==> src/logic/mads_pkg.sv <==
// Shared constants, operation codes and carriers of the ALU status datapath
package mads_pkg;

  // Direct addresses in the special-function space
  localparam logic [7:0] STAT_ADDR       = 8'hD0;
  localparam logic [7:0] MAIN_ADDR       = 8'hE0;
  localparam logic [7:0] MD_ADDR         = 8'hF0;

  // Values after reset
  localparam logic [7:0] STAT_RESET      = 8'h00;
  localparam logic [7:0] MAIN_RESET      = 8'h00;
  localparam logic [7:0] MD_RESET        = 8'h00;

  // Status word field positions
  localparam int         STAT_CARRY_BIT  = 7;
  localparam int         STAT_HALF_BIT   = 6;
  localparam int         STAT_UF0_BIT    = 5;
  localparam int         STAT_BANK_HI    = 4;
  localparam int         STAT_BANK_LO    = 3;
  localparam int         STAT_RANGE_BIT  = 2;
  localparam int         STAT_UF1_BIT    = 1;
  localparam int         STAT_PAR_BIT    = 0;

  // Working register bank: eight bytes per bank
  localparam int         BANK_SHIFT      = 3;

  // Decimal adjust thresholds and steps
  localparam logic [3:0] BCD_MAX_DIGIT   = 4'h9;
  localparam logic [7:0] BCD_LOW_STEP    = 8'h06;
  localparam logic [7:0] BCD_HIGH_STEP   = 8'h60;

  // Operations issued by the instruction decoder
  typedef enum logic [5:0] {
    OP_NOP      = 6'h00, OP_MOV      = 6'h01, OP_ADD      = 6'h02,
    OP_ADDC     = 6'h03, OP_SUBB     = 6'h04, OP_INC      = 6'h05,
    OP_DEC      = 6'h06, OP_MUL      = 6'h07, OP_DIV      = 6'h08,
    OP_DA       = 6'h09, OP_CMP      = 6'h0A, OP_ANL      = 6'h0B,
    OP_ORL      = 6'h0C, OP_XRL      = 6'h0D, OP_CPL      = 6'h0E,
    OP_CLR      = 6'h0F, OP_RL       = 6'h10, OP_RLC      = 6'h11,
    OP_RR       = 6'h12, OP_RRC      = 6'h13, OP_SWAP     = 6'h14,
    OP_C_SET    = 6'h15, OP_C_CLR    = 6'h16, OP_C_CPL    = 6'h17,
    OP_BIT_SET  = 6'h18, OP_BIT_CLR  = 6'h19, OP_BIT_CPL  = 6'h1A,
    OP_JB       = 6'h1B, OP_JNB      = 6'h1C, OP_JBC      = 6'h1D,
    OP_MOV_CB   = 6'h1E, OP_MOV_BC   = 6'h1F, OP_ANL_CB   = 6'h20,
    OP_ORL_CB   = 6'h21, OP_ANL_CNB  = 6'h22, OP_ORL_CNB  = 6'h23
  } mads_op_e;

  // One operation request from the decoder
  typedef struct packed {
    logic       valid;
    mads_op_e   op;
    logic [7:0] operand;
    logic       bit_val;
  } mads_req_s;

  // One direct-address access
  typedef struct packed {
    logic [7:0] addr;
    logic       rd;
    logic       wr;
    logic [7:0] wdata;
  } mads_acc_s;

endpackage : mads_pkg

==> src/logic/mads_muldiv.sv <==
// Single-cycle 8x8 multiplier and 8/8 restoring divider
`timescale 1ns/10ps
module mads_muldiv (
  input  wire logic [7:0]  left_in,
  input  wire logic [7:0]  right_in,
  output logic      [15:0] prod_out,
  output logic      [7:0]  quot_out,
  output logic      [7:0]  rem_out,
  output logic             div_zero_out
);

  logic [8:0] part;

  // Product of the two operands
  assign prod_out     = 16'(left_in) * 16'(right_in);
  assign div_zero_out = (right_in == 8'h00);

  // Restoring division, one quotient bit per step
  always_comb begin
    part     = 9'h000;
    quot_out = 8'h00;
    rem_out  = 8'h00;
    for (int i = 7; i >= 0; i--) begin
      part = {rem_out, left_in[i]};
      if (part >= {1'b0, right_in}) begin
        part        = part - {1'b0, right_in};
        quot_out[i] = 1'b1;
      end
      rem_out = part[7:0];
    end
  end

endmodule : mads_muldiv

==> src/logic/mads_bitproc.sv <==
// Boolean processor: single-bit operations on the carry and a selected bit
`timescale 1ns/10ps
module mads_bitproc (
  input  wire mads_pkg::mads_op_e op_in,
  input  wire logic               carry_in,
  input  wire logic               bit_in,
  output logic                    carry_nxt_out,
  output logic                    carry_we_out,
  output logic                    bit_nxt_out,
  output logic                    bit_we_out,
  output logic                    branch_out
);

  // Decode of the bit operations; anything else leaves both bits alone
  always_comb begin
    carry_nxt_out = carry_in;
    carry_we_out  = 1'b0;
    bit_nxt_out   = bit_in;
    bit_we_out    = 1'b0;
    branch_out    = 1'b0;
    case (op_in)
      mads_pkg::OP_C_SET: begin
        carry_nxt_out = 1'b1;
        carry_we_out  = 1'b1;
      end
      mads_pkg::OP_C_CLR: begin
        carry_nxt_out = 1'b0;
        carry_we_out  = 1'b1;
      end
      mads_pkg::OP_C_CPL: begin
        carry_nxt_out = ~carry_in;
        carry_we_out  = 1'b1;
      end
      mads_pkg::OP_BIT_SET: begin
        bit_nxt_out = 1'b1;
        bit_we_out  = 1'b1;
      end
      mads_pkg::OP_BIT_CLR: begin
        bit_nxt_out = 1'b0;
        bit_we_out  = 1'b1;
      end
      mads_pkg::OP_BIT_CPL: begin
        bit_nxt_out = ~bit_in;
        bit_we_out  = 1'b1;
      end
      mads_pkg::OP_JB:  branch_out = bit_in;
      mads_pkg::OP_JNB: branch_out = ~bit_in;
      mads_pkg::OP_JBC: begin
        branch_out  = bit_in;
        bit_nxt_out = 1'b0;        // Clear only when the jump is taken
        bit_we_out  = bit_in;
      end
      mads_pkg::OP_MOV_CB: begin
        carry_nxt_out = bit_in;
        carry_we_out  = 1'b1;
      end
      mads_pkg::OP_MOV_BC: begin
        bit_nxt_out = carry_in;
        bit_we_out  = 1'b1;
      end
      mads_pkg::OP_ANL_CB: begin
        carry_nxt_out = carry_in & bit_in;
        carry_we_out  = 1'b1;
      end
      mads_pkg::OP_ORL_CB: begin
        carry_nxt_out = carry_in | bit_in;
        carry_we_out  = 1'b1;
      end
      mads_pkg::OP_ANL_CNB: begin
        carry_nxt_out = carry_in & ~bit_in;
        carry_we_out  = 1'b1;
      end
      mads_pkg::OP_ORL_CNB: begin
        carry_nxt_out = carry_in | ~bit_in;
        carry_we_out  = 1'b1;
      end
      default: ;
    endcase
  end

endmodule : mads_bitproc

==> src/logic/mads_datapath.sv <==
// ALU datapath with main operand, multiply/divide operand and status word
//
// Notes on behaviour
// [RULE1] All arithmetic and logic works on 8-bit byte operands.
// [RULE2] The main operand register sits at 0xE0, is 8 bits and resets to 0.
// [RULE3] The register at 0xF0 feeds and takes multiply/divide, else is plain.
// [RULE4] The status word at 0xD0 holds carry..parity from bit 7 down, reset 0.
// [RULE5] The bank select bits place R0-R7 at 0x00, 0x08, 0x10 or 0x18.
// [RULE6] Add, subtract, multiply, divide, inc, dec, decimal adjust, compare.
// [RULE7] Bytewise AND, OR, XOR, complement and rotates.
// [RULE8] Bit set, clear, complement, jump if clear, jump and clear, carry move.
// [RULE9] Each direct address can be read, written and read-modify-written.
// [RULE10] Each operation gives the standard 8051 result and flags.
// [RULE11] The parity bit always shows odd parity of the main operand.
// [RULE12] Carry, half carry and range error follow the usual 8051 rules.
`timescale 1ns/10ps
module mads_datapath (
  input  wire logic                clock_in,
  input  wire logic                nrst_in,
  input  wire mads_pkg::mads_req_s req_in,
  input  wire mads_pkg::mads_acc_s access_in,
  input  wire logic [7:0]          ext_rdata_in,
  output logic                     ext_sel_out,
  output logic [7:0]               rdata_out,
  output logic [7:0]               main_out,
  output logic [7:0]               md_out,
  output logic [7:0]               status_out,
  output logic [7:0]               bank_base_out,
  output logic                     branch_out,
  output logic                     bit_out,
  output logic                     bit_we_out
);

  logic [7:0]  main_r,     main_nxt;
  logic [7:0]  md_r,       md_nxt;
  logic [7:1]  status_r,   status_nxt;
  logic [7:0]  rdata_r,    rdata_nxt;
  logic        branch_r,   branch_nxt;
  logic        bit_r;
  logic        bit_we_r;
  logic        carry_nxt,  half_nxt,  range_nxt;
  logic        arith_we,   half_we,   range_we;
  logic [8:0]  wide;
  logic [4:0]  nib;
  logic [7:0]  opnd;
  logic        cin;
  logic        parity;
  logic        is_stat,    is_main,   is_md;
  logic        alu_go;
  logic [15:0] prod;
  logic [7:0]  quot,       rem;
  logic        div_zero;
  logic        bp_carry,   bp_carry_we, bp_bit, bp_bit_we, bp_branch;

  // Address decode of the three local registers
  assign is_stat     = (access_in.addr == mads_pkg::STAT_ADDR);
  assign is_main     = (access_in.addr == mads_pkg::MAIN_ADDR);
  assign is_md       = (access_in.addr == mads_pkg::MD_ADDR);
  assign ext_sel_out = ~(is_stat | is_main | is_md);       // [RULE9]
  assign alu_go      = req_in.valid;
  assign opnd        = req_in.operand;
  assign cin         = status_r[mads_pkg::STAT_CARRY_BIT];

  // Parity tracks the register continuously
  assign parity        = ^main_r;                                // [RULE11]
  assign status_out    = {status_r, parity};                     // [RULE4]
  assign bank_base_out = {6'h00, status_r[mads_pkg::STAT_BANK_HI:
                                          mads_pkg::STAT_BANK_LO]}
                         << mads_pkg::BANK_SHIFT;                // [RULE5]
  assign main_out      = main_r;
  assign md_out        = md_r;
  assign rdata_out     = rdata_r;
  assign branch_out    = branch_r;
  assign bit_out       = bit_r;
  assign bit_we_out    = bit_we_r;

  mads_muldiv u_muldiv (
    .left_in      (main_r),
    .right_in     (md_r),
    .prod_out     (prod),
    .quot_out     (quot),
    .rem_out      (rem),
    .div_zero_out (div_zero)
  );

  mads_bitproc u_bitproc (
    .op_in         (req_in.op),
    .carry_in      (cin),
    .bit_in        (req_in.bit_val),
    .carry_nxt_out (bp_carry),
    .carry_we_out  (bp_carry_we),
    .bit_nxt_out   (bp_bit),
    .bit_we_out    (bp_bit_we),
    .branch_out    (bp_branch)
  );

  // Byte operations and their flag effects
  always_comb begin
    main_nxt   = main_r;
    md_nxt     = md_r;
    carry_nxt  = cin;
    half_nxt   = status_r[mads_pkg::STAT_HALF_BIT];
    range_nxt  = status_r[mads_pkg::STAT_RANGE_BIT];
    arith_we   = 1'b0;
    half_we    = 1'b0;
    range_we   = 1'b0;
    branch_nxt = 1'b0;
    wide       = 9'h000;
    nib        = 5'h00;
    case (req_in.op)                                             // [RULE10]
      mads_pkg::OP_MOV: main_nxt = opnd;
      mads_pkg::OP_ADD, mads_pkg::OP_ADDC: begin                 // [RULE6]
        wide = {1'b0, main_r} + {1'b0, opnd}
             + {8'h00, cin & (req_in.op == mads_pkg::OP_ADDC)};
        nib  = {1'b0, main_r[3:0]} + {1'b0, opnd[3:0]}
             + {4'h0, cin & (req_in.op == mads_pkg::OP_ADDC)};
        main_nxt  = wide[7:0];
        carry_nxt = wide[8];                                     // [RULE12]
        half_nxt  = nib[4];
        range_nxt = (main_r[7] == opnd[7]) && (wide[7] != main_r[7]);
        arith_we  = 1'b1;
        half_we   = 1'b1;
        range_we  = 1'b1;
      end
      mads_pkg::OP_SUBB: begin                                   // [RULE6]
        wide = {1'b0, main_r} - {1'b0, opnd} - {8'h00, cin};
        nib  = {1'b0, main_r[3:0]} - {1'b0, opnd[3:0]} - {4'h0, cin};
        main_nxt  = wide[7:0];
        carry_nxt = wide[8];                                     // [RULE12]
        half_nxt  = nib[4];
        range_nxt = (main_r[7] != opnd[7]) && (wide[7] != main_r[7]);
        arith_we  = 1'b1;
        half_we   = 1'b1;
        range_we  = 1'b1;
      end
      mads_pkg::OP_INC: main_nxt = main_r + 8'h01;               // [RULE6]
      mads_pkg::OP_DEC: main_nxt = main_r - 8'h01;
      mads_pkg::OP_MUL: begin                                    // [RULE3]
        main_nxt  = prod[7:0];
        md_nxt    = prod[15:8];
        carry_nxt = 1'b0;
        range_nxt = (prod[15:8] != 8'h00);
        arith_we  = 1'b1;
        range_we  = 1'b1;
      end
      mads_pkg::OP_DIV: begin                                    // [RULE3]
        if (!div_zero) begin
          main_nxt = quot;
          md_nxt   = rem;
        end
        carry_nxt = 1'b0;
        range_nxt = div_zero;                // Divide by zero flags range
        arith_we  = 1'b1;
        range_we  = 1'b1;
      end
      mads_pkg::OP_DA: begin                                     // [RULE6]
        wide = {1'b0, main_r};
        if (main_r[3:0] > mads_pkg::BCD_MAX_DIGIT ||
            status_r[mads_pkg::STAT_HALF_BIT])
          wide = wide + {1'b0, mads_pkg::BCD_LOW_STEP};
        if (wide[7:4] > mads_pkg::BCD_MAX_DIGIT || wide[8] || cin)
          wide = {1'b1, wide[7:0] + mads_pkg::BCD_HIGH_STEP};
        main_nxt  = wide[7:0];
        carry_nxt = cin | wide[8];           // Adjust only ever sets carry
        arith_we  = 1'b1;
      end
      mads_pkg::OP_CMP: begin                                    // [RULE6]
        carry_nxt  = (main_r < opnd);
        arith_we   = 1'b1;
        branch_nxt = (main_r != opnd);
      end
      mads_pkg::OP_ANL:  main_nxt = main_r & opnd;               // [RULE7]
      mads_pkg::OP_ORL:  main_nxt = main_r | opnd;
      mads_pkg::OP_XRL:  main_nxt = main_r ^ opnd;
      mads_pkg::OP_CPL:  main_nxt = ~main_r;
      mads_pkg::OP_CLR:  main_nxt = 8'h00;
      mads_pkg::OP_RL:   main_nxt = {main_r[6:0], main_r[7]};
      mads_pkg::OP_RR:   main_nxt = {main_r[0], main_r[7:1]};
      mads_pkg::OP_SWAP: main_nxt = {main_r[3:0], main_r[7:4]};
      mads_pkg::OP_RLC: begin
        main_nxt  = {main_r[6:0], cin};
        carry_nxt = main_r[7];
        arith_we  = 1'b1;
      end
      mads_pkg::OP_RRC: begin
        main_nxt  = {cin, main_r[7:1]};
        carry_nxt = main_r[0];
        arith_we  = 1'b1;
      end
      default: begin                                             // [RULE8]
        carry_nxt  = bp_carry;
        arith_we   = bp_carry_we;
        branch_nxt = bp_branch;
      end
    endcase
  end

  // Status word: a direct write lands first, operation flags win over it
  always_comb begin
    status_nxt = status_r;
    if (access_in.wr && is_stat)
      status_nxt = access_in.wdata[7:1];                         // [RULE4]
    if (alu_go && arith_we)
      status_nxt[mads_pkg::STAT_CARRY_BIT] = carry_nxt;          // [RULE12]
    if (alu_go && half_we)
      status_nxt[mads_pkg::STAT_HALF_BIT] = half_nxt;
    if (alu_go && range_we)
      status_nxt[mads_pkg::STAT_RANGE_BIT] = range_nxt;
  end

  // Read data of the addressed register, outside addresses pass through
  always_comb begin
    rdata_nxt = rdata_r;
    if (access_in.rd) begin                                      // [RULE9]
      if (is_main)
        rdata_nxt = main_r;
      else if (is_md)
        rdata_nxt = md_r;
      else if (is_stat)
        rdata_nxt = status_out;
      else
        rdata_nxt = ext_rdata_in;
    end
  end

  // Main operand register; an operation beats a direct write
  always_ff @(posedge clock_in or negedge nrst_in) begin
    if (!nrst_in)
      main_r <= mads_pkg::MAIN_RESET;                            // [RULE2]
    else if (alu_go)
      main_r <= main_nxt;                                        // [RULE1]
    else if (access_in.wr && is_main)
      main_r <= access_in.wdata;                                 // [RULE2]
  end

  // Multiply/divide operand register, plain storage otherwise
  always_ff @(posedge clock_in or negedge nrst_in) begin
    if (!nrst_in)
      md_r <= mads_pkg::MD_RESET;                                // [RULE3]
    else if (alu_go && (req_in.op == mads_pkg::OP_MUL ||
                        req_in.op == mads_pkg::OP_DIV))
      md_r <= md_nxt;                                            // [RULE3]
    else if (access_in.wr && is_md)
      md_r <= access_in.wdata;                                   // [RULE3]
  end

  // Status word storage; parity is never stored
  always_ff @(posedge clock_in or negedge nrst_in) begin
    if (!nrst_in)
      status_r <= mads_pkg::STAT_RESET[7:1];                     // [RULE4]
    else
      status_r <= status_nxt;
  end

  // Read data, branch decision and bit result
  always_ff @(posedge clock_in or negedge nrst_in) begin
    if (!nrst_in) begin
      rdata_r  <= 8'h00;
      branch_r <= 1'b0;
      bit_r    <= 1'b0;
      bit_we_r <= 1'b0;
    end else begin
      rdata_r  <= rdata_nxt;
      branch_r <= alu_go & branch_nxt;                           // [RULE8]
      bit_r    <= bp_bit;
      bit_we_r <= alu_go & bp_bit_we;                            // [RULE8]
    end
  end
endmodule : mads_datapath

==> config.mk <==
export PLATFORM = sky130hd
export DESIGN_NAME = mads_datapath
export DESIGN_NICKNAME = d
export VERILOG_FILES = /design/src/logic/mads_pkg.sv /design/src/logic/mads_muldiv.sv /design/src/logic/mads_bitproc.sv /design/src/logic/mads_datapath.sv
export SDC_FILE = /design/constraint.sdc
export NUM_CORES = 1
export LEC_CHECK = 0
export BUFFER_PORTS_ARGS = -buffer_cell sky130_fd_sc_hd__buf_2
export CAP_MARGIN = 20
export CORE_UTILIZATION = 25
export DETAILED_ROUTE_END_ITERATION = 12
export PLACE_DENSITY = 0.52
export SETUP_SLACK_MARGIN = 0.3
export SLEW_MARGIN = 0
export SYNTH_ARGS = -nofsm -noshare
export SYNTH_HDL_FRONTEND = slang
export SYNTH_SLANG_ARGS = --single-unit
==> constraint.sdc <==
create_clock -name clock_in -period 46 [get_ports clock_in]
set_input_delay 4.6 -clock clock_in [delete_from_list [all_inputs] [get_ports clock_in]]
set_output_delay 4.6 -clock clock_in [all_outputs]
set_load 0.005 [all_outputs]
[After elaboration in Yosys (flattened, before gate mapping)]
Index checks and enable logic that the tools add are counted.
Widths: inputs -> output; s select.
Word-level totals
  register bits: 34
  latch bits: 0
  bits in writable memories: 0
  memory bits (read-only): 0
  input port bits: 44
  output and inout bits: 44
  logic and storage cells: 194
  memories: 0
Cells by class
  add/sub/neg operators: 20
  multiply operators: 1
  divide/modulo/power cells: 0
  magnitude comparators: 11
  eq/ne operators: 51
  shift operators: 0
  multiplexer cells: 47
  bitwise operators: 17
  reduce and logical (&&, ||, !) cells: 37
Operators with widths (number)
  $pmux 8 s18: 1
  $mux 8: 17
  $eq 6x5->1 const B: 16
  $ge 9x8->1: 7
  $sub 8x8->8: 7
  $eq 6x4->1 const B: 8
  $mux 9: 4
  $eq 6x3->1 const B: 4
  $eq 6x6->1 const B: 4
  $eq 8x8->1 const B: 3
  $ne 19x1->1 const B: 1
  $reduce_or 19->1: 1
  $mul 8x8->16: 1
  $ne 16x2->1 const B: 1
  $pmux 1 s8: 2
  $pmux 8 s2: 1
  $mux 1: 14
  $eq 6x2->1 const B: 2
  $reduce_or 11->1: 1
  $pmux 1 s2: 5
  $reduce_bool 2->1: 5
  $add 8x3->9 const B: 1
  $add 8x8->9: 1
  $add 9x1->9: 1
  43 further kinds: 76

[Depth between registers and ports, before layout]
Gate-level depths: netlist (run 1).
  depth in word-level cells: 19
  gate-level depth with buffers: 90
  gate-level depth less buffers: 85

[Modules after synthesis]
A second synthesis (run 1) with hierarchy kept.
Unflattened totals
  cell total of the unflattened synthesis: 1356
  area total of the unflattened synthesis: 10625.2 µm²
By module, submodules not included
  mads_muldiv: instances 1, cells each 679, area an instance 5422.7 µm², seq. area each 0.0 µm²
  mads_datapath: instances 1, cells each 647, area an instance 5009.8 µm², seq. area each 850.8 µm²
  mads_bitproc: instances 1, cells each 30, area an instance 192.7 µm², seq. area each 0.0 µm²

[Worst setup path before layout (run 1)]
OpenSTA, ideal clock, no wires.
  path kind: flip-flop to flip-flop
  start: register main_r[7] (netlist: main_out[7])
  end: register md_r[2] (netlist: md_out[2])
  library setup time: 147 ps
  arrival: 16050 ps
  data required time: 45853 ps
  path slack: 29803 ps
  stages on the path, launching flop included: 89
  buffers on the path: 5
  clock period less this slack: 16197 ps
  path through: dfrtp_1 -> clkbuf_1 -> inv_1 -> clkbuf_1 -> ha_1 -> inv_1 -> ha_1 -> o211ai_2 -> nor2_1 -> a21oi_1 -> inv_1 -> ha_1 -> nor2b_1 -> o2111ai_1 -> a21oi_1 -> nor3b_4 -> mux2_2 -> inv_1 -> (+53 left out) -> o21ai_0 -> a21o_1 -> a221oi_4 -> mux2i_1 -> ha_1 -> nor2b_1 -> o21ai_0 -> a21oi_1 -> o21ai_0 -> nand2b_1 -> a21o_1 -> a21oi_1 -> o21ai_0 -> a21o_1 -> a31o_1 -> a21o_1 -> o21ai_1 -> o221ai_1
On the way
  word-level cells in the longest chain between the ends: 19
  elaborated cells on any way between the ends: 28
  those cells by class: add/sub (8); mul (1); order compare (8); mux (11)
Ends and longest elaborated chain
  start: declaration: RTL line mads_datapath.sv:34  | logic [7:0] main_r, main_nxt;
  start signal: assignment: RTL line mads_datapath.sv:229  | main_r <= mads_pkg::MAIN_RESET;
  start signal: assignment: RTL line mads_datapath.sv:231  | main_r <= main_nxt;
  start signal: assignment: RTL line mads_datapath.sv:233  | main_r <= access_in.wdata;
  $sub 1x8->8 or $ge 1x8->1 (tied branches): RTL line mads_muldiv.sv:26, mads_muldiv.sv:25
  $mux 8: RTL line mads_muldiv.sv:25  | if (part >= {1'b0, right_in}) begin
  $sub 8x8->8 or $ge 9x8->1 (tied branches): RTL line mads_muldiv.sv:26, mads_muldiv.sv:25
  $mux 8: RTL line mads_muldiv.sv:25
  $sub 8x8->8 or $ge 9x8->1 (tied branches): RTL line mads_muldiv.sv:26, mads_muldiv.sv:25
  $mux 8: RTL line mads_muldiv.sv:25
  $sub 8x8->8 or $ge 9x8->1 (tied branches): RTL line mads_muldiv.sv:26, mads_muldiv.sv:25
  $mux 8: RTL line mads_muldiv.sv:25
  (+3 left out)
  $mux 8: RTL line mads_muldiv.sv:25
  $sub 8x8->8 or $ge 9x8->1 (tied branches): RTL line mads_muldiv.sv:26, mads_muldiv.sv:25
  $mux 8: RTL line mads_muldiv.sv:25
  $ge 9x8->1 or $sub 8x8->8 (tied branches): RTL line mads_muldiv.sv:25, mads_muldiv.sv:26
  $mux 8: RTL line mads_muldiv.sv:25
  $mux 8: RTL line mads_datapath.sv:147  | if (!div_zero) begin
  $pmux 8 s2 *: RTL line mads_datapath.sv:110  | case (req_in.op)
  $mux 8 *: RTL line mads_datapath.sv:240  | else if (alu_go && (req_in.op == mads_pkg::OP_MUL ||
  end signal: assignment: RTL line mads_datapath.sv:239  | md_r <= mads_pkg::MD_RESET;
  end signal: assignment: RTL line mads_datapath.sv:242  | md_r <= md_nxt;
  end signal: assignment: RTL line mads_datapath.sv:244  | md_r <= access_in.wdata;
  end: declaration: RTL line mads_datapath.sv:35  | logic [7:0] md_r, md_nxt;
Every way passes the cells marked *; elsewhere a longest branch is shown, timed or not. The select of a mux whose other input is x is not followed.
A chain may end at the register's enable or synchronous reset.

[Worst setup path in the final report (run 1)]
  start: register main_r[7] (netlist: main_out[7])
  end: register md_r[5] (netlist: md_out[5])
Same word-level chain as after synthesis.

==> results of run 1 <==
[cell usage in the layout, fill, tap and decap left out, types with 7 or more instances in the layout]
cell        n
dfrtp_1    34
o21ai_0    56
o21a_1     18
inv_1     113
mux2i_1    27
a21o_1     28
buf_2      81
nor2_1    104
xor2_1     24
nor3_1     23
o22ai_1    14
nand2b_1   20
a31oi_1     7
o211ai_1   15
a221oi_1   15
nor2b_1    28
xnor2_1    54
nand4_1    15
a211oi_1   13
nand2_1    89
o21ai_1     8
nand3_1    23
o21bai_1   12
mux2_2     20
o221ai_1    9
and2_1      9
fa_1       48
a21oi_1    89
buf_4      24
ha_1      154
[per-stage QoR]
step           util, %  worst slack (ns)  area [um2]  cells
2_1_floorplan        -             29.80        9584   1216
3_3_place_gp     27.99             28.55       10540   1777
3_5_place_dp     27.99             27.97       10540   1777
4_1_cts          28.44             27.93       10710   1784
5_1_grt          28.44             26.00       10710   1784
6_report         28.44             27.64       10710   1784
[worst paths after layout]
path / start / slack [ns] / cells past startpoint / end
max: main_out[7]$_DFFE_PN0P_ / 27.64 / 82 / md_out[5]$_DFFE_PN0P_
min: rdata_out[1]$_DFFE_PN0P_ / 0.50 / 1 / rdata_out[1]$_DFFE_PN0P_
max reg2reg: main_out[7]$_DFFE_PN0P_ / 27.64 / 82 / md_out[5]$_DFFE_PN0P_
min reg2reg: rdata_out[1]$_DFFE_PN0P_ / 0.50 / 1 / rdata_out[1]$_DFFE_PN0P_
max in group asynchronous: nrst_in / 41.05 / 1 / main_out[5]$_DFFE_PN0P_
min in group asynchronous: nrst_in / 4.42 / 1 / rdata_out[5]$_DFFE_PN0P_
[critical path, delay by kind of cell (launching register included)]
family | cells | cell delay (ns)
and+or+nand+nor | 20 | 3.65
adders and majority gates | 8 | 2.40
AOI/OAI and AO/OA | 44 | 9.05
muxes | 3 | 1.26
buffers and inverters | 7 | 1.05
DFF | 1 | 0.75
[routing by layer]
metal / track usage, % / routed length [um]
met1: 25.41 / 16450
met2: 29.58 / 15990
met3: 1.537 / 2064
met4: 5.111 / 1020
met5: 0 / 0
[cells by family (layout without fill, tap and decap cells)]
family / Yosys count / count (layout) / synth area share, %
AO/OA/AOI/OAI: 333 / 333 / 23.28
XOR/XNOR: 78 / 78 / 7.142
adder cells (fa/ha/maj): 202 / 202 / 30.19
buffers and inverters: 171 / 228 / 7.325
flip-flops: 34 / 34 / 8.895
multiplexers: 55 / 55 / 6.279
other: 1 / 6 / 0.03920
AND/OR/NAND/NOR: 337 / 337 / 16.85
[layout make-up]
cell class	instances	area share, %
tap	511	5.968
timing repair buffer	105	5.466
multi-input combinational	1011	74.98
inverter	116	4.064
clock buffer	6	1.296
sequential	34	7.942
clock inverter	1	0.2803
[sequential cells by signal (all words and copies together) (netlist names)]
name / flops
branch_out: 1
bit_we_out: 1
status_r: 7
bit_out: 1
main_out: 8
rdata_out: 8
md_out: 8
==> flow_metrics.py, run 1 <==
metrics = {
    "sta": {
        "min_period_ns": 18.36,
        "rsz0062_at_grt": "no",
        "timing.fmax_mhz": 54.46,
        "drv_slew": 0,
        "tns_ns": 0,
        "skew_ns": 0.003079,
        "hold_violations": 0,
        "hold_slack_ns": 0.5009,
        "fin_crit_sh_pct": 39.92,
        "setup_viol": 0,
        "max_slew_margin_pct": 27.82,
        "worstMarginPinSlew_ns": 1.078,
    },
    "floorplanning": {
        "ios": 88,
        "core_area_um2": 37670,
        "dieArea_um2": 39050,
        "die_w_um": 197.6,
        "initial_core_util_pct": 25.40,
        "num_rows": 71,
        "die_h_um": 197.6,
    },
    "routing": {
        "wl_per_cell_um": 19.91,
        "firstDrtPassIters": 7,
        "routed_wl_mm": 35.52,
        "first_iter_violations": 714,
        "ant_nets": 0,
        "drc": 0,
        "detail_route.vias_per_cell": 5.242,
        "detailroute.via_count": 9351,
    },
    "run_status": {
        "status": "complete, no violations",
    },
    "clock_tree": {
        "htreeDepth": 2,
        "clk_pin_slew_worst_paths_ns": 0.05,
        "insertion_delay_ns": 0.28,
        "cts.path.max_buffers": 2,
        "numCtsBuffers": 5,
        "cts_setup_buffers": 0,
        "cts_resized": 0,
        "clock_sinks": 34,
        "cts-root-buf": "clkbuf_16",
        "cts_hold_buf": 0,
        "cts_tree": "yes",
    },
    "critical_path": {
        "critPathRequiredTime_ns": 46.12,
        "path_common_cell": "o21ai_0",
        "worstSetupPathType": "flop to flop",
        "crit_path_start_kind": "flop",
        "crit_fanout": 16,
        "max_stage_delay_ns": 0.75,
        "crit_path_end_kind": "flop",
        "cp_slowest_cell": "dfrtp_1",
        "arrival_ns": 18.49,
    },
    "global_route": {
        "overflow": 0,
        "antenna_found_initial": 0,
        "grt_pass1_vias": 9188,
        "grt_usage_pct": 18.16,
        "grt_pass1_wl_mm": 54.39,
        "grt_max_degree": 35,
    },
    "worst_hold_path": {
        "worstHoldPathType": "flop to flop",
    },
    "logic_synthesis": {
        "syn_inst": 1211,
        "ys_seq_elements": 34,
        "synth_cell_types": 75,
        "synth-seq-area-share_pct": 8.895,
        "synth_area_leaders": "ha_1 (20%), fa_1 (10%), dfrtp_1 (8.9%)",
        "synth_warnings": 0,
        "synth-main-ff-cell": "dfrtp_1",
        "synth_top_area_share_pct": 20.14,
        "synth_top_area_cell": "ha_1",
        "synth.avg_cell_area_um2": 7.899,
        "ys_top_cells_by_count": "ha_1 (154), inv_1 (113), nor2_1 (104)",
        "async_flop_share_pct": 100.0,
        "yosysMostFrequentCell": "ha_1",
        "netlist_area_um2": 9565,
        "synth_edf_count": 0,
    },
    "finish": {
        "multi_input_area_um2": 8033,
        "area_delta_synth_final_pct": 12.00,
        "final-seq-area_um2": 850.8,
        "fill_cells": 4109,
        "num-nets-final": 1519,
        "drive_gt1_share_pct": 11.70,
        "num_antenna_cells": 0,
    },
    "run": {
        "drv_cap": 0,
    },
    "placed_design": {
        "io_buffer_count": 81,
        "gp_congestion": 0.9475,
        "dp_hpwl_mm": 27.38,
    },
}
Power of run 1 is not shown: default switching activity piles up to over one toggle a cycle in this logic, so the estimate is an artifact.
==> run 2: changes to the inputs <==
==> constraint.sdc (replaced) <==
create_clock -name clock_in -period 18.3 [get_ports clock_in]
set_input_delay 1.83 -clock clock_in [delete_from_list [all_inputs] [get_ports clock_in]]
set_output_delay 1.83 -clock clock_in [all_outputs]
set_load 0.005 [all_outputs]
==> run 2 against run 1 <==
Net effect:
- final cell count is 0.39% higher
- via count is 0.21% higher
- count of clock-buffer cells in the layout stayed put
- design area is 0.70% higher
- global-route usage is 0.48 points lower
- flip-flop and latch count stayed put
- critical path depth is 4 higher
- first-iteration DRC count is 14% higher
- critical endpoint is now md_out[3]$_DFFE_PN0P_
- worst hold slack better by 0.0062 ns
- largest cell class unchanged
==> flow_metrics.py, run 2 (same netlist as run 1, synthesis figures left out) <==
metrics = {
    "routing": {
        "routed_wl_mm": 34.91,
        "firstDrtPassIters": 7,
        "detailroute.via_count": 9371,
        "wl_per_cell_um": 19.49,
        "detail_route.vias_per_cell": 5.232,
        "ant_nets": 0,
        "drc": 0,
        "first_iter_violations": 815,
    },
    "clock_tree": {
        "cts.path.max_buffers": 2,
        "cts-root-buf": "clkbuf_16",
        "clock_sinks": 34,
        "cts_tree": "yes",
        "clk_pin_slew_worst_paths_ns": 0.06,
        "numCtsBuffers": 5,
        "insertion_delay_ns": 0.28,
        "cts_hold_buf": 0,
        "htreeDepth": 2,
    },
    "critical_path": {
        "crit_fanout": 13,
        "cp.buffers_inverters": 12,
        "r2r_slack_ns": 1.75,
        "max_stage_delay_ns": 0.59,
        "path_common_cell": "o21ai_0",
        "worstSetupPathType": "flop to flop",
        "crit_path_end_kind": "flop",
        "crit_path_start_kind": "flop",
        "path_delay_family": "compound AO/OA/AOI/OAI gates",
        "critPathRequiredTime_ns": 18.42,
        "cp_slowest_cell": "a2111o_2",
        "arrival_ns": 16.67,
    },
    "floorplanning": {
        "die_w_um": 197.6,
        "dieArea_um2": 39050,
        "num_rows": 71,
        "initial_core_util_pct": 25.40,
        "ios": 88,
        "die_h_um": 197.6,
        "core_area_um2": 37670,
    },
    "run": {
        "drv_cap": 0,
    },
    "sta": {
        "worstMarginPinSlew_ns": 1.039,
        "rsz0062_at_grt": "no",
        "timing.fmax_mhz": 60.42,
        "setup_viol": 0,
        "tns_ns": 0,
        "max_slew_margin_pct": 30.08,
        "hold_violations": 0,
        "min_period_ns": 16.55,
        "fin_crit_sh_pct": 90.45,
        "skew_ns": 0.006302,
        "drv_slew": 0,
    },
    "global_route": {
        "grt_pass1_vias": 9154,
        "grt_max_degree": 35,
        "grt_usage_pct": 17.68,
        "antenna_found_initial": 0,
        "grt_pass1_wl_mm": 53.50,
        "overflow": 0,
    },
    "placed_design": {
        "io_buffer_count": 81,
        "dp_hpwl_mm": 26.78,
        "gp_congestion": 0.9546,
    },
    "worst_hold_path": {
        "worstHoldPathType": "flop to flop",
    },
    "finish": {
        "area_delta_synth_final_pct": 12.78,
        "fin_util_pct": 28.64,
        "drive_gt1_share_pct": 12.73,
        "num_antenna_cells": 0,
        "fill_cells": 4096,
        "num-nets-final": 1526,
        "layout_commonest_cell": "ha_1",
        "final_cell_mix": "ha_1 (154), inv_1 (113), nor2_1 (104)",
    },
    "run_status": {
        "status": "complete, no violations",
    },
}
-- run 2: cell count changes in the layout (fill, tap and decap cells not counted), sizes merged --
cell	change
buf	+7
-- run 2: repair_timing --
| item | CTS | global route |
|---|---|---|
| setup endpoints to repair | 0 | 9 |
| gates resized for setup | 0 | 8 |
| buffers inserted | 0 | 7 |
-- run 2: metal layers --
metal	track usage, %	share of wire, %
met1	24.64	46
met2	28.47	44
met3	2.390	6.8
met4	4.450	2.6
met5	0	0
-- run 2: final cells by class --
type,instances,area [um2],share of cell area [%]
Sequential cell,34,850.8,7.887
Tap cell,511,639.4,5.927
Inverter,116,435.4,4.036
Clock inverter,1,30.03,0.2784
Multi-Input combinational cell,1011,8059,74.70
Clock buffer,6,138.9,1.287
Timing Repair Buffer,112,634.4,5.880
-- run 2: path summary, 6_finish.rpt --
| check | endpoint | cells after the start | startpoint |
|---|---|---|---|
| max | md_out[3]$_DFFE_PN0P_ | 86 | main_out[7]$_DFFE_PN0P_ |
| max in group asynchronous | md_out[3]$_DFFE_PN0P_ | 1 | nrst_in |
| min | rdata_out[7]$_DFFE_PN0P_ | 1 | rdata_out[7]$_DFFE_PN0P_ |
| min in group asynchronous | rdata_out[3]$_DFFE_PN0P_ | 1 | nrst_in |
| min reg2reg | rdata_out[7]$_DFFE_PN0P_ | 1 | rdata_out[7]$_DFFE_PN0P_ |
| max reg2reg | md_out[3]$_DFFE_PN0P_ | 86 | main_out[7]$_DFFE_PN0P_ |
-- run 2: metrics by stage --
stage / area (um2) / worst slack (ns) / hold slack [ns] / std cells
after floorplan: 9584 / 2.103 / 0.5053 / 1216
after CTS: 10710 / 0.9513 / 0.5086 / 1784
final: 10790 / 1.748 / 0.5070 / 1791
after global routing: 10790 / 0.2479 / 0.5261 / 1791
after detailed placement: 10540 / 1.018 / 0.4961 / 1777
after global placement: 10540 / 1.525 / 0.4886 / 1776
-- run 2: worst register-to-register path, delay by kind of cell, from the launching register on --
| family | cells | cell delay, ns |
|---|---|---|
| compound gates | 43 | 8.29 |
| fa+ha+maj | 9 | 2.23 |
| buf+inv | 12 | 1.26 |
| flops | 1 | 0.38 |
| mux | 4 | 1.54 |
| simple gates | 18 | 2.73 |
Power of run 2 is left out for the same reason.
==> run 3: changes to the inputs <==
--- a/config.mk
+++ b/config.mk
@@ -5,11 +5,13 @@
 export SDC_FILE = /design/constraint.sdc
 export NUM_CORES = 1
 export LEC_CHECK = 0
-export BUFFER_PORTS_ARGS = -buffer_cell sky130_fd_sc_hd__buf_2
 export CAP_MARGIN = 20
 export CORE_UTILIZATION = 25
+export CTS_CLUSTER_SIZE = 12
 export DETAILED_ROUTE_END_ITERATION = 12
-export PLACE_DENSITY = 0.52
+export DONT_BUFFER_PORTS = 1
+export MAX_ROUTING_LAYER = met4
+export PLACE_DENSITY = 0.5
 export SETUP_SLACK_MARGIN = 0.3
 export SLEW_MARGIN = 0
 export SYNTH_ARGS = -nofsm -noshare
==> run 3 against run 2 <==
Net effect:
- critical path depth stayed put
- wire length is 1.3% higher
- worst setup slack worse by 0.091 ns
- worst hold slack better by 0.029 ns
- critical path type unchanged
- largest cell class unchanged
- highest routed layer unchanged
==> flow_metrics.py, run 3 (same netlist as run 1, synthesis figures left out) <==
metrics = {
    "routing": {
        "ant_nets": 0,
        "routed_wl_mm": 35.36,
        "detail_route.vias_per_cell": 5.274,
        "firstDrtPassIters": 5,
        "drc": 0,
        "wl_per_cell_um": 20.68,
        "detailroute.via_count": 9018,
        "first_iter_violations": 692,
    },
    "critical_path": {
        "crit_fanout": 13,
        "crit_path_start_kind": "flop",
        "critPathRequiredTime_ns": 18.42,
        "max_stage_delay_ns": 0.59,
        "cp_slowest_cell": "a2111o_2",
        "crit_path_end_kind": "flop",
        "worstSetupPathType": "flop to flop",
        "r2r_cells": 86,
        "path_common_cell": "o21ai_0",
        "arrival_ns": 16.76,
    },
    "floorplanning": {
        "dieArea_um2": 39050,
        "num_rows": 71,
        "ios": 88,
        "die_w_um": 197.6,
        "initial_core_util_pct": 25.40,
        "core_area_um2": 37670,
        "die_h_um": 197.6,
    },
    "finish": {
        "num-nets-final": 1445,
        "final_cell_mix": "ha_1 (154), inv_1 (113), nor2_1 (104)",
        "layout_commonest_cell": "ha_1",
        "drive_gt1_share_pct": 6.839,
        "area_delta_synth_final_pct": 8.633,
        "num_antenna_cells": 0,
        "fill_cells": 4142,
    },
    "placed_design": {
        "dp_hpwl_mm": 27.04,
        "io_buffer_count": 0,
        "gp_congestion": 0.8989,
    },
    "clock_tree": {
        "clk_pin_slew_worst_paths_ns": 0.06,
        "htreeDepth": 2,
        "cts.path.max_buffers": 2,
        "insertion_delay_ns": 0.28,
        "cts_hold_buf": 0,
        "numCtsBuffers": 5,
        "cts_tree": "yes",
        "cts-root-buf": "clkbuf_16",
        "clock_sinks": 34,
    },
    "global_route": {
        "grt_usage_pct": 18.61,
        "grt_pass1_vias": 8932,
        "grt_max_degree": 35,
        "overflow": 0,
        "antenna_found_initial": 0,
        "grt_pass1_wl_mm": 53.95,
    },
    "sta": {
        "tns_ns": 0,
        "skew_ns": 0.006186,
        "hold_violations": 0,
        "rsz0062_at_grt": "no",
        "fin_crit_sh_pct": 90.94,
        "timing.fmax_mhz": 60.09,
        "setup_viol": 0,
        "min_period_ns": 16.64,
        "max_slew_margin_pct": 31.96,
        "drv_slew": 0,
        "worstMarginPinSlew_ns": 1.016,
    },
    "worst_hold_path": {
        "min_path_cells": 1,
        "worstHoldPathType": "flop to flop",
    },
    "run_status": {
        "status": "complete, no violations",
    },
    "run": {
        "drv_cap": 0,
    },
}
[run 3: final cells by class]
type / instances / area (um2) / share of cell area, %
Clock inverter: 1 / 30.03 / 0.2890
Multi-Input combinational cell: 1011 / 8064 / 77.60
Timing Repair Buffer: 31 / 232.7 / 2.240
Tap cell: 511 / 639.4 / 6.153
Inverter: 116 / 435.4 / 4.190
Clock buffer: 6 / 138.9 / 1.337
Sequential cell: 34 / 850.8 / 8.188
[run 3: critical path, delay by kind of cell, from the launching register on]
family          cells  cell delay, ns
simple gates       19            2.84
flops               1            0.39
mux                 3            1.17
compound gates     44            8.50
fa+ha+maj           9            2.37
buf+inv            11            1.21
[run 3: metrics by stage]
stage	area [um2]	util, %	setup slack (ns)	cells	hold WS, ns
2_1_floorplan	9584	-	2.103	1216	0.5053
3_3_place_gp	10150	26.94	1.454	1697	0.5177
3_5_place_dp	10150	26.94	1.045	1697	0.5270
4_1_cts	10310	27.39	0.9184	1704	0.5396
5_1_grt	10390	27.59	0.2966	1710	0.5528
6_report	10390	27.59	1.658	1710	0.5358
[run 3: worst paths after layout]
path | from | end | slack (ns)
max | main_out[7]$_DFFE_PN0P_ | md_out[2]$_DFFE_PN0P_ | 1.66
min | rdata_out[1]$_DFFE_PN0P_ | rdata_out[1]$_DFFE_PN0P_ | 0.54
max reg2reg | main_out[7]$_DFFE_PN0P_ | md_out[2]$_DFFE_PN0P_ | 1.66
min reg2reg | rdata_out[1]$_DFFE_PN0P_ | rdata_out[1]$_DFFE_PN0P_ | 0.54
max in group asynchronous | nrst_in | md_out[6]$_DFFE_PN0P_ | 16.97
min in group asynchronous | nrst_in | rdata_out[4]$_DFFE_PN0P_ | 1.24
[run 3: timing repair]
item,in CTS,in global routing
buffers inserted,0,6
setup endpoints to repair,0,9
resized for setup,0,8
[run 3: metal layers]
| metal | global-route usage [%] | vias up | wire length, um |
|---|---|---|---|
| met3 | 2.954 | 45 | 2473 |
| met5 | - | - | 0 |
| met1 | 24.68 | 4387 | 16220 |
| li1 | - | 4255 | - |
| met4 | 4.651 | 0 | 765 |
| met2 | 29.33 | 331 | 15900 |
Power of run 3 is left out for the same reason.
